[src/hsq_pkg.sv]
// constants, register map and types of the homing sequencer
package hsq_pkg;

    // clock and timing
    localparam int unsigned CLK_HZ        = 40_000_000;
    localparam int unsigned MS_PER_S      = 1000;
    localparam int unsigned MS_CYCLES     = CLK_HZ / MS_PER_S;
    localparam int unsigned DEBOUNCE_US   = 100;
    localparam int unsigned US_PER_S      = 1_000_000;
    localparam int unsigned DEBOUNCE_CYC  = CLK_HZ / US_PER_S * DEBOUNCE_US;

    // register byte offsets
    localparam logic [5:0] OFS_CTRL   = 6'h00;
    localparam logic [5:0] OFS_METHOD = 6'h04;
    localparam logic [5:0] OFS_HSPD   = 6'h08;
    localparam logic [5:0] OFS_LSPD   = 6'h0C;
    localparam logic [5:0] OFS_TLIM   = 6'h10;
    localparam logic [5:0] OFS_OFFS   = 6'h14;
    localparam logic [5:0] OFS_STAT   = 6'h18;
    localparam logic [5:0] OFS_ORIG   = 6'h1C;
    localparam logic [5:0] OFS_POS    = 6'h20;

    // control and status bit positions
    localparam int CTRL_START = 0;
    localparam int CTRL_ABORT = 1;
    localparam int STAT_BUSY  = 0;
    localparam int STAT_DONE  = 1;
    localparam int STAT_TMO   = 2;
    localparam int STAT_BADM  = 3;
    localparam int STAT_LIMF  = 4;
    localparam int STAT_DIR   = 5;
    localparam int STAT_FAST  = 6;

    // reset values
    localparam logic [7:0]  RST_METHOD = 8'h06;
    localparam logic [15:0] RST_HSPD   = 16'h0064;
    localparam logic [15:0] RST_LSPD   = 16'h000A;
    localparam logic [15:0] RST_TLIM   = 16'h2710;
    localparam logic [31:0] RST_OFFS   = 32'h0000_0000;

    // supported method window
    localparam logic [7:0] METHOD_MIN = 8'h06;
    localparam logic [7:0] METHOD_MAX = 8'h0E;

    // axi responses
    localparam logic [1:0] RESP_OKAY   = 2'b00;
    localparam logic [1:0] RESP_SLVERR = 2'b10;

    typedef enum logic [2:0] {
        ST_IDLE,
        ST_SEEK,
        ST_CROSS,
        ST_APPROACH,
        ST_EXIT,
        ST_INDEX,
        ST_DONE
    } hsq_state_t;

endpackage : hsq_pkg

[src/hsq_sw_if.sv]
// raw and cleaned switch levels between top and debouncer
interface hsq_sw_if #(
    parameter int N = 3
);
    logic [N-1:0] raw;
    logic [N-1:0] clean;

    modport filter (input raw, output clean);
    modport user   (output raw, input clean);
endinterface : hsq_sw_if

[src/hsq_debounce.sv]
// two-flop synchroniser and stability filter for switch inputs
module hsq_debounce #(
    parameter int N   = 3,
    parameter int CYC = hsq_pkg::DEBOUNCE_CYC
) (
    input  wire logic  aclk,
    input  wire logic  aresetn,
    hsq_sw_if.filter   sw
);
    localparam int CW = $clog2(CYC + 1);

    initial
    begin
        if (CYC < 1 || N < 1)
            $error("hsq_debounce: bad parameters");
    end

    ////////////////////////////////////////////////////////////////////
    // one synchroniser and counter per channel
    for (genvar i = 0; i < N; i++)
    begin : g_ch
        logic          s1_reg;
        logic          s2_reg;
        logic          out_reg;
        logic [CW-1:0] cnt_reg;
        wire           differs = s2_reg ^ out_reg;
        wire           settled = (cnt_reg == CW'(CYC - 1));

        // input only accepted after CYC stable cycles; bounce restarts
        always_ff @(posedge aclk)
        begin
            if (!aresetn)
            begin
                s1_reg  <= 1'b0;
                s2_reg  <= 1'b0;
                out_reg <= 1'b0;
                cnt_reg <= '0;
            end
            else
            begin
                s1_reg  <= sw.raw[i];
                s2_reg  <= s1_reg;
                cnt_reg <= (differs && !settled) ? cnt_reg + 1'b1 : '0;
                if (differs && settled)
                    out_reg <= s2_reg;
            end
        end

        assign sw.clean[i] = out_reg;
    end

endmodule : hsq_debounce

[src/hsq_homing_top.sv]
// homing sequencer for methods 6 to 14 with axi4-lite registers
//
// Functional notes
// - method 6: cw switch edge, ccw index
// - method 6 path from on-switch start
// - method 7: ccw switch edge, ccw index
// - method 7 path, reverse on cw limit
// - method 8: ccw switch edge, cw index
// - method 8: cross switch fast, return slow
// - method 9: cw switch edge, ccw index
// - method 9: cross switch, reverse, reenter
// - method 10: cw switch edge, cw index
// - method 10: limit reverse, reverse at switch
// - method 11: cw edge, cw index, ccw first
// - method 11: reverse on switch, index after leaving
// - method 12: cw edge, ccw index, ccw first
// - method 12: ccw limit reverse, return slow
// - method 13: ccw edge, cw index, ccw first
// - method 13: cross switch, return slow, reenter
// - method 14: ccw edge, ccw index, ccw first
// - method 14: ccw limit reverse, reverse slow
// - reserved method value gives no motion
// - time limit raises homing timeout alarm
// - signed origin offset added to origin
module hsq_homing_top #(
    parameter int unsigned MS_CYC  = hsq_pkg::MS_CYCLES,
    parameter int unsigned DEB_CYC = hsq_pkg::DEBOUNCE_CYC
) (
    input  wire logic        aclk,
    input  wire logic        aresetn,
    input  wire logic [5:0]  s_axi_awaddr,
    input  wire logic [2:0]  s_axi_awprot,
    input  wire logic        s_axi_awvalid,
    output logic             s_axi_awready,
    input  wire logic [31:0] s_axi_wdata,
    input  wire logic [3:0]  s_axi_wstrb,
    input  wire logic        s_axi_wvalid,
    output logic             s_axi_wready,
    output logic [1:0]       s_axi_bresp,
    output logic             s_axi_bvalid,
    input  wire logic        s_axi_bready,
    input  wire logic [5:0]  s_axi_araddr,
    input  wire logic [2:0]  s_axi_arprot,
    input  wire logic        s_axi_arvalid,
    output logic             s_axi_arready,
    output logic [31:0]      s_axi_rdata,
    output logic [1:0]       s_axi_rresp,
    output logic             s_axi_rvalid,
    input  wire logic        s_axi_rready,
    input  wire logic        home_switch,
    input  wire logic        cw_limit,
    input  wire logic        ccw_limit,
    input  wire logic        encoder_index_pulse,
    input  wire logic [31:0] position,
    output logic             motor_run,
    output logic             motor_cw,
    output logic [15:0]      speed_cmd,
    output logic             homing_busy,
    output logic             homing_done,
    output logic             homing_timeout_alarm
);
    initial
    begin
        if (MS_CYC < 2 || DEB_CYC < 1)
            $error("hsq_homing_top: bad timing parameters");
    end

    // byte-lane merge used by every configuration register
    function automatic logic [31:0] hsq_merge(
        input logic [31:0] old,
        input logic [31:0] data,
        input logic [3:0]  strb
    );
        logic [31:0] res;
        res = old;
        for (int b = 0; b < 4; b++)
            if (strb[b])
                res[8*b +: 8] = data[8*b +: 8];
        return res;
    endfunction : hsq_merge

    // method table: {supported, first search cw, final cw, enter-type}
    function automatic logic [3:0] hsq_method(input logic [7:0] m);
        case (m)
            8'h06:   hsq_method = 4'b1001;
            8'h07:   hsq_method = 4'b1100;
            8'h08:   hsq_method = 4'b1111;
            8'h09:   hsq_method = 4'b1101;
            8'h0A:   hsq_method = 4'b1110;
            8'h0B:   hsq_method = 4'b1010;
            8'h0C:   hsq_method = 4'b1001;
            8'h0D:   hsq_method = 4'b1011;
            8'h0E:   hsq_method = 4'b1000;
            default: hsq_method = 4'b0000;
        endcase
    endfunction : hsq_method

    ////////////////////////////////////////////////////////////////////
    // input conditioning
    hsq_sw_if #(.N(3)) sw ();

    assign sw.raw = {ccw_limit, cw_limit, home_switch};

    hsq_debounce #(
        .N   (3),
        .CYC (DEB_CYC)
    ) u_deb (
        .aclk    (aclk),
        .aresetn (aresetn),
        .sw      (sw)
    );

    wire home_on = sw.clean[0];
    wire cw_lim  = sw.clean[1];
    wire ccw_lim = sw.clean[2];

    // index is a short pulse, so only synchronised, not filtered
    logic idx_s1_reg;
    logic idx_s2_reg;
    logic idx_d_reg;

    always_ff @(posedge aclk)
    begin
        if (!aresetn)
        begin
            idx_s1_reg <= 1'b0;
            idx_s2_reg <= 1'b0;
            idx_d_reg  <= 1'b0;
        end
        else
        begin
            idx_s1_reg <= encoder_index_pulse;
            idx_s2_reg <= idx_s1_reg;
            idx_d_reg  <= idx_s2_reg;
        end
    end

    wire idx_rise = idx_s2_reg & ~idx_d_reg;

    ////////////////////////////////////////////////////////////////////
    // axi4-lite write path
    logic        awready_reg;
    logic        wready_reg;
    logic        bvalid_reg;
    logic [1:0]  bresp_reg;
    logic        aw_have_reg;
    logic        w_have_reg;
    logic [5:0]  awaddr_reg;
    logic [31:0] wdata_reg;
    logic [3:0]  wstrb_reg;

    wire aw_fire  = s_axi_awvalid & awready_reg;
    wire w_fire   = s_axi_wvalid & wready_reg;
    wire b_fire   = bvalid_reg & s_axi_bready;
    wire do_write = aw_have_reg & w_have_reg & ~bvalid_reg;

    // register selects of the pending write
    wire wr_ctrl = do_write && awaddr_reg == hsq_pkg::OFS_CTRL;
    wire wr_meth = do_write && awaddr_reg == hsq_pkg::OFS_METHOD;
    wire wr_hspd = do_write && awaddr_reg == hsq_pkg::OFS_HSPD;
    wire wr_lspd = do_write && awaddr_reg == hsq_pkg::OFS_LSPD;
    wire wr_tlim = do_write && awaddr_reg == hsq_pkg::OFS_TLIM;
    wire wr_offs = do_write && awaddr_reg == hsq_pkg::OFS_OFFS;
    wire wr_ro   = do_write && (awaddr_reg == hsq_pkg::OFS_STAT
                             || awaddr_reg == hsq_pkg::OFS_ORIG
                             || awaddr_reg == hsq_pkg::OFS_POS);
    wire wr_ok   = wr_ctrl | wr_meth | wr_hspd | wr_lspd | wr_tlim
                 | wr_offs | wr_ro;

    wire ctl_lane0 = wr_ctrl & wstrb_reg[0];
    wire start_cmd = ctl_lane0 & wdata_reg[hsq_pkg::CTRL_START];
    wire abort_cmd = ctl_lane0 & wdata_reg[hsq_pkg::CTRL_ABORT];

    // address and data taken in either order, one write at a time
    always_ff @(posedge aclk)
    begin
        if (!aresetn)
        begin
            awready_reg <= 1'b1;
            wready_reg  <= 1'b1;
            aw_have_reg <= 1'b0;
            w_have_reg  <= 1'b0;
            bvalid_reg  <= 1'b0;
            bresp_reg   <= hsq_pkg::RESP_OKAY;
            awaddr_reg  <= '0;
            wdata_reg   <= '0;
            wstrb_reg   <= '0;
        end
        else
        begin
            if (aw_fire)
            begin
                awready_reg <= 1'b0;
                aw_have_reg <= 1'b1;
                awaddr_reg  <= s_axi_awaddr;
            end
            if (w_fire)
            begin
                wready_reg <= 1'b0;
                w_have_reg <= 1'b1;
                wdata_reg  <= s_axi_wdata;
                wstrb_reg  <= s_axi_wstrb;
            end
            if (do_write)
            begin
                aw_have_reg <= 1'b0;
                w_have_reg  <= 1'b0;
                bvalid_reg  <= 1'b1;
                bresp_reg   <= wr_ok ? hsq_pkg::RESP_OKAY
                                     : hsq_pkg::RESP_SLVERR;
            end
            if (b_fire)
            begin
                bvalid_reg  <= 1'b0;
                awready_reg <= 1'b1;
                wready_reg  <= 1'b1;
            end
        end
    end

    ////////////////////////////////////////////////////////////////////
    // configuration registers
    logic [7:0]  method_reg;
    logic [15:0] hspd_reg;
    logic [15:0] lspd_reg;
    logic [15:0] tlim_reg;
    logic [31:0] offs_reg;

    wire [31:0] mrg_meth = hsq_merge({24'h0, method_reg}, wdata_reg,
                                     wstrb_reg);
    wire [31:0] mrg_hspd = hsq_merge({16'h0, hspd_reg}, wdata_reg,
                                     wstrb_reg);
    wire [31:0] mrg_lspd = hsq_merge({16'h0, lspd_reg}, wdata_reg,
                                     wstrb_reg);
    wire [31:0] mrg_tlim = hsq_merge({16'h0, tlim_reg}, wdata_reg,
                                     wstrb_reg);
    wire [31:0] mrg_offs = hsq_merge(offs_reg, wdata_reg, wstrb_reg);

    always_ff @(posedge aclk)
    begin
        if (!aresetn)
        begin
            method_reg <= hsq_pkg::RST_METHOD;
            hspd_reg   <= hsq_pkg::RST_HSPD;
            lspd_reg   <= hsq_pkg::RST_LSPD;
            tlim_reg   <= hsq_pkg::RST_TLIM;
            offs_reg   <= hsq_pkg::RST_OFFS;
        end
        else
        begin
            if (wr_meth) method_reg <= mrg_meth[7:0];
            if (wr_hspd) hspd_reg   <= mrg_hspd[15:0];
            if (wr_lspd) lspd_reg   <= mrg_lspd[15:0];
            if (wr_tlim) tlim_reg   <= mrg_tlim[15:0];
            if (wr_offs) offs_reg   <= mrg_offs;
        end
    end

    ////////////////////////////////////////////////////////////////////
    // homing sequence
    hsq_pkg::hsq_state_t state_reg;
    hsq_pkg::hsq_state_t state_next;
    logic                dir_reg;
    logic                dir_next;
    logic                fast_reg;
    logic                fast_next;
    logic                limf_next;
    logic                tmo_hit;

    wire [3:0] mdec     = hsq_method(method_reg);
    wire       m_ok     = mdec[3];
    wire       first_cw = mdec[2];
    wire       final_cw = mdec[1];
    wire       enter_t  = mdec[0];
    wire       lim_ahead = dir_reg ? cw_lim : ccw_lim;
    wire       at_final  = (dir_reg == final_cw);
    wire       moving    = (state_reg != hsq_pkg::ST_IDLE)
                        && (state_reg != hsq_pkg::ST_DONE);

    // next-state logic of the search
    always_comb
    begin
        state_next = state_reg;
        dir_next   = dir_reg;
        fast_next  = fast_reg;
        limf_next  = 1'b0;
        if (start_cmd && m_ok)
        begin
            fast_next = !home_on;
            if (!home_on)
            begin
                state_next = hsq_pkg::ST_SEEK;
                dir_next   = first_cw;
            end
            else if (enter_t)
            begin
                // leave the switch away from the final side, then return
                state_next = hsq_pkg::ST_CROSS;
                dir_next   = !final_cw;
            end
            else
            begin
                state_next = hsq_pkg::ST_EXIT;
                dir_next   = final_cw;
            end
        end
        else if (start_cmd || abort_cmd || (moving && tmo_hit))
            state_next = hsq_pkg::ST_IDLE;
        else
        begin
            case (state_reg)
                hsq_pkg::ST_SEEK:
                    if (lim_ahead)
                        dir_next = !dir_reg;
                    else if (home_on && at_final)
                    begin
                        fast_next  = 1'b0;
                        state_next = enter_t ? hsq_pkg::ST_INDEX
                                             : hsq_pkg::ST_EXIT;
                    end
                    else if (home_on && enter_t)
                        state_next = hsq_pkg::ST_CROSS;
                    else if (home_on)
                    begin
                        fast_next  = 1'b0;
                        dir_next   = final_cw;
                        state_next = hsq_pkg::ST_EXIT;
                    end
                hsq_pkg::ST_CROSS:
                    if (!home_on)
                    begin
                        fast_next  = 1'b0;
                        dir_next   = final_cw;
                        state_next = hsq_pkg::ST_APPROACH;
                    end
                hsq_pkg::ST_APPROACH:
                    if (home_on)
                        state_next = hsq_pkg::ST_INDEX;
                hsq_pkg::ST_EXIT:
                    if (!home_on)
                        state_next = hsq_pkg::ST_INDEX;
                hsq_pkg::ST_INDEX:
                    if (idx_rise && at_final)
                        state_next = hsq_pkg::ST_DONE;
                default: ;
            endcase
            // a limit outside the search phase means a lost switch
            if (moving && state_reg != hsq_pkg::ST_SEEK && lim_ahead)
            begin
                state_next = hsq_pkg::ST_IDLE;
                limf_next  = 1'b1;
            end
        end
    end

    ////////////////////////////////////////////////////////////////////
    // elapsed time in milliseconds
    logic [$clog2(MS_CYC)-1:0] ms_cnt_reg;
    logic [15:0]               ms_elapsed_reg;

    wire ms_tick = (ms_cnt_reg == ($clog2(MS_CYC))'(MS_CYC - 1));

    // zero limit disables the watchdog
    assign tmo_hit = (tlim_reg != 16'h0000)
                  && (ms_elapsed_reg >= tlim_reg);

    always_ff @(posedge aclk)
    begin
        if (!aresetn || start_cmd || !moving)
        begin
            ms_cnt_reg     <= '0;
            ms_elapsed_reg <= '0;
        end
        else
        begin
            ms_cnt_reg <= ms_tick ? '0 : ms_cnt_reg + 1'b1;
            if (ms_tick && ms_elapsed_reg != 16'hFFFF)
                ms_elapsed_reg <= ms_elapsed_reg + 16'h0001;
        end
    end

    ////////////////////////////////////////////////////////////////////
    // state, flags and motor command
    logic        done_reg;
    logic        tmo_reg;
    logic        badm_reg;
    logic        limf_reg;
    logic        run_reg;
    logic [15:0] speed_reg;
    logic [31:0] origin_reg;

    wire run_next = (state_next != hsq_pkg::ST_IDLE)
                 && (state_next != hsq_pkg::ST_DONE);
    wire captured = (state_next == hsq_pkg::ST_DONE)
                 && (state_reg != hsq_pkg::ST_DONE);

    always_ff @(posedge aclk)
    begin
        if (!aresetn)
        begin
            state_reg  <= hsq_pkg::ST_IDLE;
            dir_reg    <= 1'b0;
            fast_reg   <= 1'b0;
            run_reg    <= 1'b0;
            speed_reg  <= 16'h0000;
            done_reg   <= 1'b0;
            tmo_reg    <= 1'b0;
            badm_reg   <= 1'b0;
            limf_reg   <= 1'b0;
            origin_reg <= 32'h0000_0000;
        end
        else
        begin
            state_reg <= state_next;
            dir_reg   <= dir_next;
            fast_reg  <= fast_next;
            run_reg   <= run_next;
            speed_reg <= !run_next ? 16'h0000
                       : fast_next ? hspd_reg : lspd_reg;
            done_reg  <= (done_reg & ~start_cmd) | captured;
            tmo_reg   <= (tmo_reg & ~start_cmd) | (moving & tmo_hit);
            badm_reg  <= start_cmd ? !m_ok : badm_reg;
            limf_reg  <= (limf_reg & ~start_cmd) | limf_next;
            if (captured)
                origin_reg <= position + offs_reg;
        end
    end

    ////////////////////////////////////////////////////////////////////
    // axi4-lite read path
    logic        arready_reg;
    logic        rvalid_reg;
    logic [31:0] rdata_reg;
    logic [1:0]  rresp_reg;

    wire ar_fire = s_axi_arvalid & arready_reg;
    wire r_fire  = rvalid_reg & s_axi_rready;

    wire [31:0] stat_word = {25'h0, fast_reg, dir_reg, limf_reg,
                             badm_reg, tmo_reg, done_reg, run_reg};

    // read mux; unmapped offsets answer zero with an error
    logic [31:0] rd_mux;
    logic        rd_hit;

    always_comb
    begin
        rd_hit = 1'b1;
        case (s_axi_araddr)
            hsq_pkg::OFS_CTRL:   rd_mux = 32'h0000_0000;
            hsq_pkg::OFS_METHOD: rd_mux = {24'h0, method_reg};
            hsq_pkg::OFS_HSPD:   rd_mux = {16'h0, hspd_reg};
            hsq_pkg::OFS_LSPD:   rd_mux = {16'h0, lspd_reg};
            hsq_pkg::OFS_TLIM:   rd_mux = {16'h0, tlim_reg};
            hsq_pkg::OFS_OFFS:   rd_mux = offs_reg;
            hsq_pkg::OFS_STAT:   rd_mux = stat_word;
            hsq_pkg::OFS_ORIG:   rd_mux = origin_reg;
            hsq_pkg::OFS_POS:    rd_mux = position;
            default:
            begin
                rd_mux = 32'h0000_0000;
                rd_hit = 1'b0;
            end
        endcase
    end

    always_ff @(posedge aclk)
    begin
        if (!aresetn)
        begin
            arready_reg <= 1'b1;
            rvalid_reg  <= 1'b0;
            rdata_reg   <= '0;
            rresp_reg   <= hsq_pkg::RESP_OKAY;
        end
        else if (ar_fire)
        begin
            arready_reg <= 1'b0;
            rvalid_reg  <= 1'b1;
            rdata_reg   <= rd_mux;
            rresp_reg   <= rd_hit ? hsq_pkg::RESP_OKAY
                                  : hsq_pkg::RESP_SLVERR;
        end
        else if (r_fire)
        begin
            arready_reg <= 1'b1;
            rvalid_reg  <= 1'b0;
        end
    end

    ////////////////////////////////////////////////////////////////////
    // outputs, all registered
    assign s_axi_awready        = awready_reg;
    assign s_axi_wready         = wready_reg;
    assign s_axi_bvalid         = bvalid_reg;
    assign s_axi_bresp          = bresp_reg;
    assign s_axi_arready        = arready_reg;
    assign s_axi_rvalid         = rvalid_reg;
    assign s_axi_rdata          = rdata_reg;
    assign s_axi_rresp          = rresp_reg;
    assign motor_run            = run_reg;
    assign motor_cw             = dir_reg;
    assign speed_cmd            = speed_reg;
    assign homing_busy          = run_reg;
    assign homing_done          = done_reg;
    assign homing_timeout_alarm = tmo_reg;

endmodule : hsq_homing_top

[config.mk]
export PLATFORM = sky130hd
export DESIGN_NAME = hsq_homing_top
export DESIGN_NICKNAME = d
export VERILOG_FILES = /design/src/hsq_pkg.sv /design/src/hsq_sw_if.sv /design/src/hsq_debounce.sv /design/src/hsq_homing_top.sv
export SDC_FILE = /design/constraint.sdc
export NUM_CORES = 1
export LEC_CHECK = 0
export BUFFER_PORTS_ARGS = -buffer_cell sky130_fd_sc_hd__clkbuf_2
export CORE_MARGIN = 4
export CORE_UTILIZATION = 30
export CTS_CLUSTER_SIZE = 20
export DETAILED_ROUTE_END_ITERATION = 10
export PLACE_DENSITY = 0.44
export SKIP_CTS_REPAIR_TIMING = 1
export SYNTH_ARGS = -nofsm -noshare
export SYNTH_HDL_FRONTEND = slang
export SYNTH_HIERARCHICAL = 1
export SYNTH_SLANG_ARGS = --single-unit
export TNS_END_PERCENT = 100
[constraint.sdc]
create_clock -name aclk -period 4.2 [get_ports aclk]
set_input_delay 1.26 -clock aclk [delete_from_list [all_inputs] [get_ports aclk]]
set_output_delay 1.26 -clock aclk [all_outputs]
set_load 0.02 [all_outputs]
[Yosys cells after proc, flatten, opt, wreduce, memory -nomap -nowiden]
Memories as Yosys holds them, arrays and structs flattened. A register that Yosys moved wholly into a read port is not among the register bits.
Cells that the tools add are included.
Cells by class
  add/sub/neg operators: 6
  magnitude comparators: 1
  equal/unequal tests: 36
  multiplexer cells: 49
  bitwise gates (word level): 31
  reduce and logical (&&, ||, !) cells: 68
Operators by type and width (count)
  32-bit one-hot mux with 8 select lines: 1
  6-bit by 5-bit equality test with 1-bit output (second input constant): 8
  3-bit 2-to-1 mux: 13
  12-bit by 1-bit adder with 12-bit output (second input constant): 3
  12-bit equality test (second input constant): 3
  16-bit by 1-bit adder with 16-bit output (second input constant): 2
  32-bit adder: 1
  2-bit AND reduction: 15
  1-bit 2-to-1 mux: 26
  1-bit logical AND: 25
  6-bit by 4-bit equality test with 1-bit output (second input constant): 4
  16-bit equality test (second input constant): 1
  16-bit >= comparator: 1
  16-bit 2-to-1 mux: 1
  16-bit inequality test (second input constant): 1
  16-bit nonzero test: 1
  1-bit AND: 15
  3-bit one-hot mux with 5 select lines: 1
  6-bit by 3-bit equality test with 1-bit output (second input constant): 2
  6-bit equality test (second input constant): 2
  6-bit zero test: 2
  4-bit 2-to-1 mux: 3
  3-bit equality test (second input constant): 3
  1-bit zero test: 9
  20 further kinds: 48
Storage, ports and cells
  bits in registers: 311
  ROM bits: 64
  bits of input ports: 97
  output and inout port bits: 62
  memories: 1
Memory list
  (no name shown): depth 16, width 4, read ports 1, clocked after Yosys merged registers in 1, wr ports 0, line hsq_homing_top.sv:84  | case (m)

[Longest topological paths before layout]
  word-level depth: 13
  depth in mapped cells: 14
  depth with buffers taken out: 13

[Cells and area by module]
The synthesis kept the hierarchy.
Modules (own cells, without submodules)
  hsq_homing_top: times used 1, cells an instance 1511, area an instance 12833.6 um^2
  hsq_debounce: times used 1, cells an instance 206, area an instance 1940.6 um^2

[Worst setup path before layout]
No wires, ideal clock.
  path type: input to register
  start: input position[0]
  end: register origin_reg[30]
  setup time: 128 ps
  arrival: 3513 ps
  required time: 4072 ps
  slack: 559 ps
  cell stages on the path: 13
  buffers on the path: 0
  path through: ha_1 inv_1 fa_1 nor2b_1 o31ai_4 a311oi_1 or4b_4 a2111oi_4 o31a_1 a21oi_1 xor2_1 mux2i_1 nor2_1
Between the ends
  word-level cells in the longest chain between the ends: 1
RTL lines
  from (decl): line hsq_homing_top.sv:54  | input wire logic [31:0] position,
  32-bit adder: line hsq_homing_top.sv:425  | origin_reg <= position + offs_reg;
  to (signal assigned): line hsq_homing_top.sv:425
  to (decl): line hsq_homing_top.sv:390  | logic [31:0] origin_reg;
No other way between the ends.
A chain may end at the register's enable or synchronous reset.

[Worst setup path in the final report]
Ends and elaborated chain as after synthesis.

==> run metrics <==
status=finished, final reports clean; Final Max Tran Viols=0; 1st-iter DRT viols=838; register bit total from synthesis=about 310; io pins=159; die width=roughly 230 um; crit-path cells=clkbuf_2 > ha_1 > inv_1 > fa_1 > nor2b_1 > o31ai_4 > a311oi_1 > or4b_4 > a2111oi_4 > o31a_1 > a21oi_1 > xor2_1 > mux2i_1 > nor2_1; Pwr Total=6.97 mW; Die Footprint=between 50000 and 60000 um2; Avg Vias per Cell=approximately 5.1; first-pass GRT wire length=roughly 72000 um; Worst-Skew Late Latency=between 0.5 and 0.6 ns; GRT overflow=0; Netlist Area Pre-Place=14800 um2; diode count=0; vias in the first global route=12500; share of the synthesized area in the top cell type=a little over two fifths; WP data required=about 4.6 ns; vias=12900; Post-synth top cells=dfxtp_1, nand2_1, nor2_1, a21oi_1, nand3_1; FMAX=approximately 280 MHz; crit path buf inv count=2; fin crit period=between 3 and 4 ns; I/O Buffers=150; CTS sink cnt=approximately 310; Post-synth EDFFs=0; final antenna-violating net count=0; CP delay by family, top=compound AO/OA/AOI/OAI gates; Num CTS Buffers=39; P&R area growth vs syn=19.0%; Synthesis Warnings=6; unrepaired setup endpoints after global routing=false; sequential area share after synthesis=a little over two fifths; Slowest cell on crit path=or4b_4; Post-synth ARST share=0%; top-count cell post-synth=dfxtp_1; GPL Wtd Cong=0.882; residual DRC count=0; setup_tns=0 ns; Startpoint Class=input pin; Clock Tree Buf Depth=3; worst hold path class=reg2reg; max_cap viols=0; syn_area_per_cell=~8.6 um2; gr usage total=between 10% and 20%; row count=81; initial antenna violation count=4; Synth Flop Type=dfxtp_1; delay of the slowest critical-path stage=between 0.6 and 0.7 ns; Largest register FFs=36; final hold vios=0; Worst-path clk slew=0.06 ns; worst slew pin tran=between 1 and 1.5 ns; share of cells above drive strength 1=between 15 and 20%; final cycle utilization of the critical path=between 80% and 90%; Yosys top cell by area=dfxtp_1; CTS tree=yes; nets=between 1500 and 2000; final setup fails=0; Initial Util=a little under a third; WP data arrival=roughly 4.0 ns; Slew HR=17.1%; routed len/inst=about 18 um; clk root buf=clkbuf_16; WL final=roughly 47000 um; DIE HEIGHT=230 um; Clock Skew=about 0.027 ns; htree depth=2; Core ar.=slightly below 50000 um2; synth top area cells=dfxtp_1, nand2_1, a21oi_1; pin count of the biggest net entering global routing=88; Crit Path Max Fanout=3; PD cells=397 nW/um2; FILL cells=~5200; type of the worst setup path=in2reg; DP Wirelength=34000 um; post-synth cell types=80; Leak=roughly 6.4 nW; first drt pass iteration count=6; Setup crit end kind=flip-flop; maximum vdd ir drop=about 0.25 mV; Mapped Cells=approximately 1700
-- routing by layer --
layer  track usage, %  vias up  share of wire (%)
met4             5.52        8                2.6
met1             23.8     6123                 48
met2             26.7      297                 43
met3             3.64       76                5.5
met5                0        -               0.12
li1                 -     6439                  -
-- logic make-up (layout without fill, tap and decap cells) --
kind of cell | count (synthesis) | after routing | share of synthesized area [%]
and+or+nand+nor | 630 | 630 | 20.3
buffers and inverters | 142 | 299 | 4.13
muxes | 71 | 71 | 4.82
adders and majority gates | 53 | 53 | 4.54
AOI/OAI and AO/OA | 439 | 439 | 19.7
xor gates and xnor gates | 68 | 68 | 4.03
DFF | 313 | 313 | 42.4
other | 1 | 2 | 0.0254
-- path summary, 6_finish.rpt --
path / from / cells past startpoint / endpoint / slack (ns)
setup / recovery: position[0] / 14 / origin_reg[30] / 0.58
hold / removal: idx_s1_reg / 1 / idx_s2_reg / 0.43
setup reg to reg: tlim_reg[11] / 13 / speed_cmd[6] / 0.78
hold reg to reg: idx_s1_reg / 1 / idx_s2_reg / 0.43
-- through the flow --
step / hold WS, ns / instance area [um2] / cells / utilization (%) / worst slack [ns]
floorplan: 0.412 / 14800 / 1718 / - / 0.559
global placement: 0.424 / 16200 / 2468 / 33.2 / 0.0710
detailed placement: 0.424 / 16200 / 2468 / 33.2 / 0.0786
CTS: 0.437 / 17600 / 2539 / 36.0 / 0.629
global route: 0.457 / 17600 / 2539 / 36.0 / 0.442
finish: 0.432 / 17600 / 2539 / 36.0 / 0.583
-- final cells by class --
| cell class | count | area [um2] | area share (%) |
|---|---|---|---|
| multi-input cells | 1263 | 7930 | 45.1 |
| flip-flops and latches | 313 | 6270 | 35.6 |
| clock buffers | 60 | 1170 | 6.63 |
| repair buffers | 184 | 1040 | 5.94 |
| well taps | 664 | 831 | 4.73 |
| clock inverters | 11 | 175 | 0.997 |
| inverters | 44 | 170 | 0.968 |
-- cells in the final DEF, fill, tap and decap left out, types with 34 or more instances in the layout --
cell type	synthesis	routed
a22oi_1	38	38
nand3_1	84	84
ha_1	52	52
clkbuf_16	0	40
xnor2_1	34	34
xor2_1	34	34
inv_1	44	43
clkbuf_2	1	150
mux2i_1	70	70
o21ai_0	71	71
dfxtp_1	313	313
nand2_1	221	221
nor2_1	156	154
a21oi_1	155	155
-- power breakdown --
group	switching [mW]	internal (mW)
registers	0.0631	3.03
clock network	1.33	2.16
logic	0.258	0.137
Power figures use the tool's default switching activity.
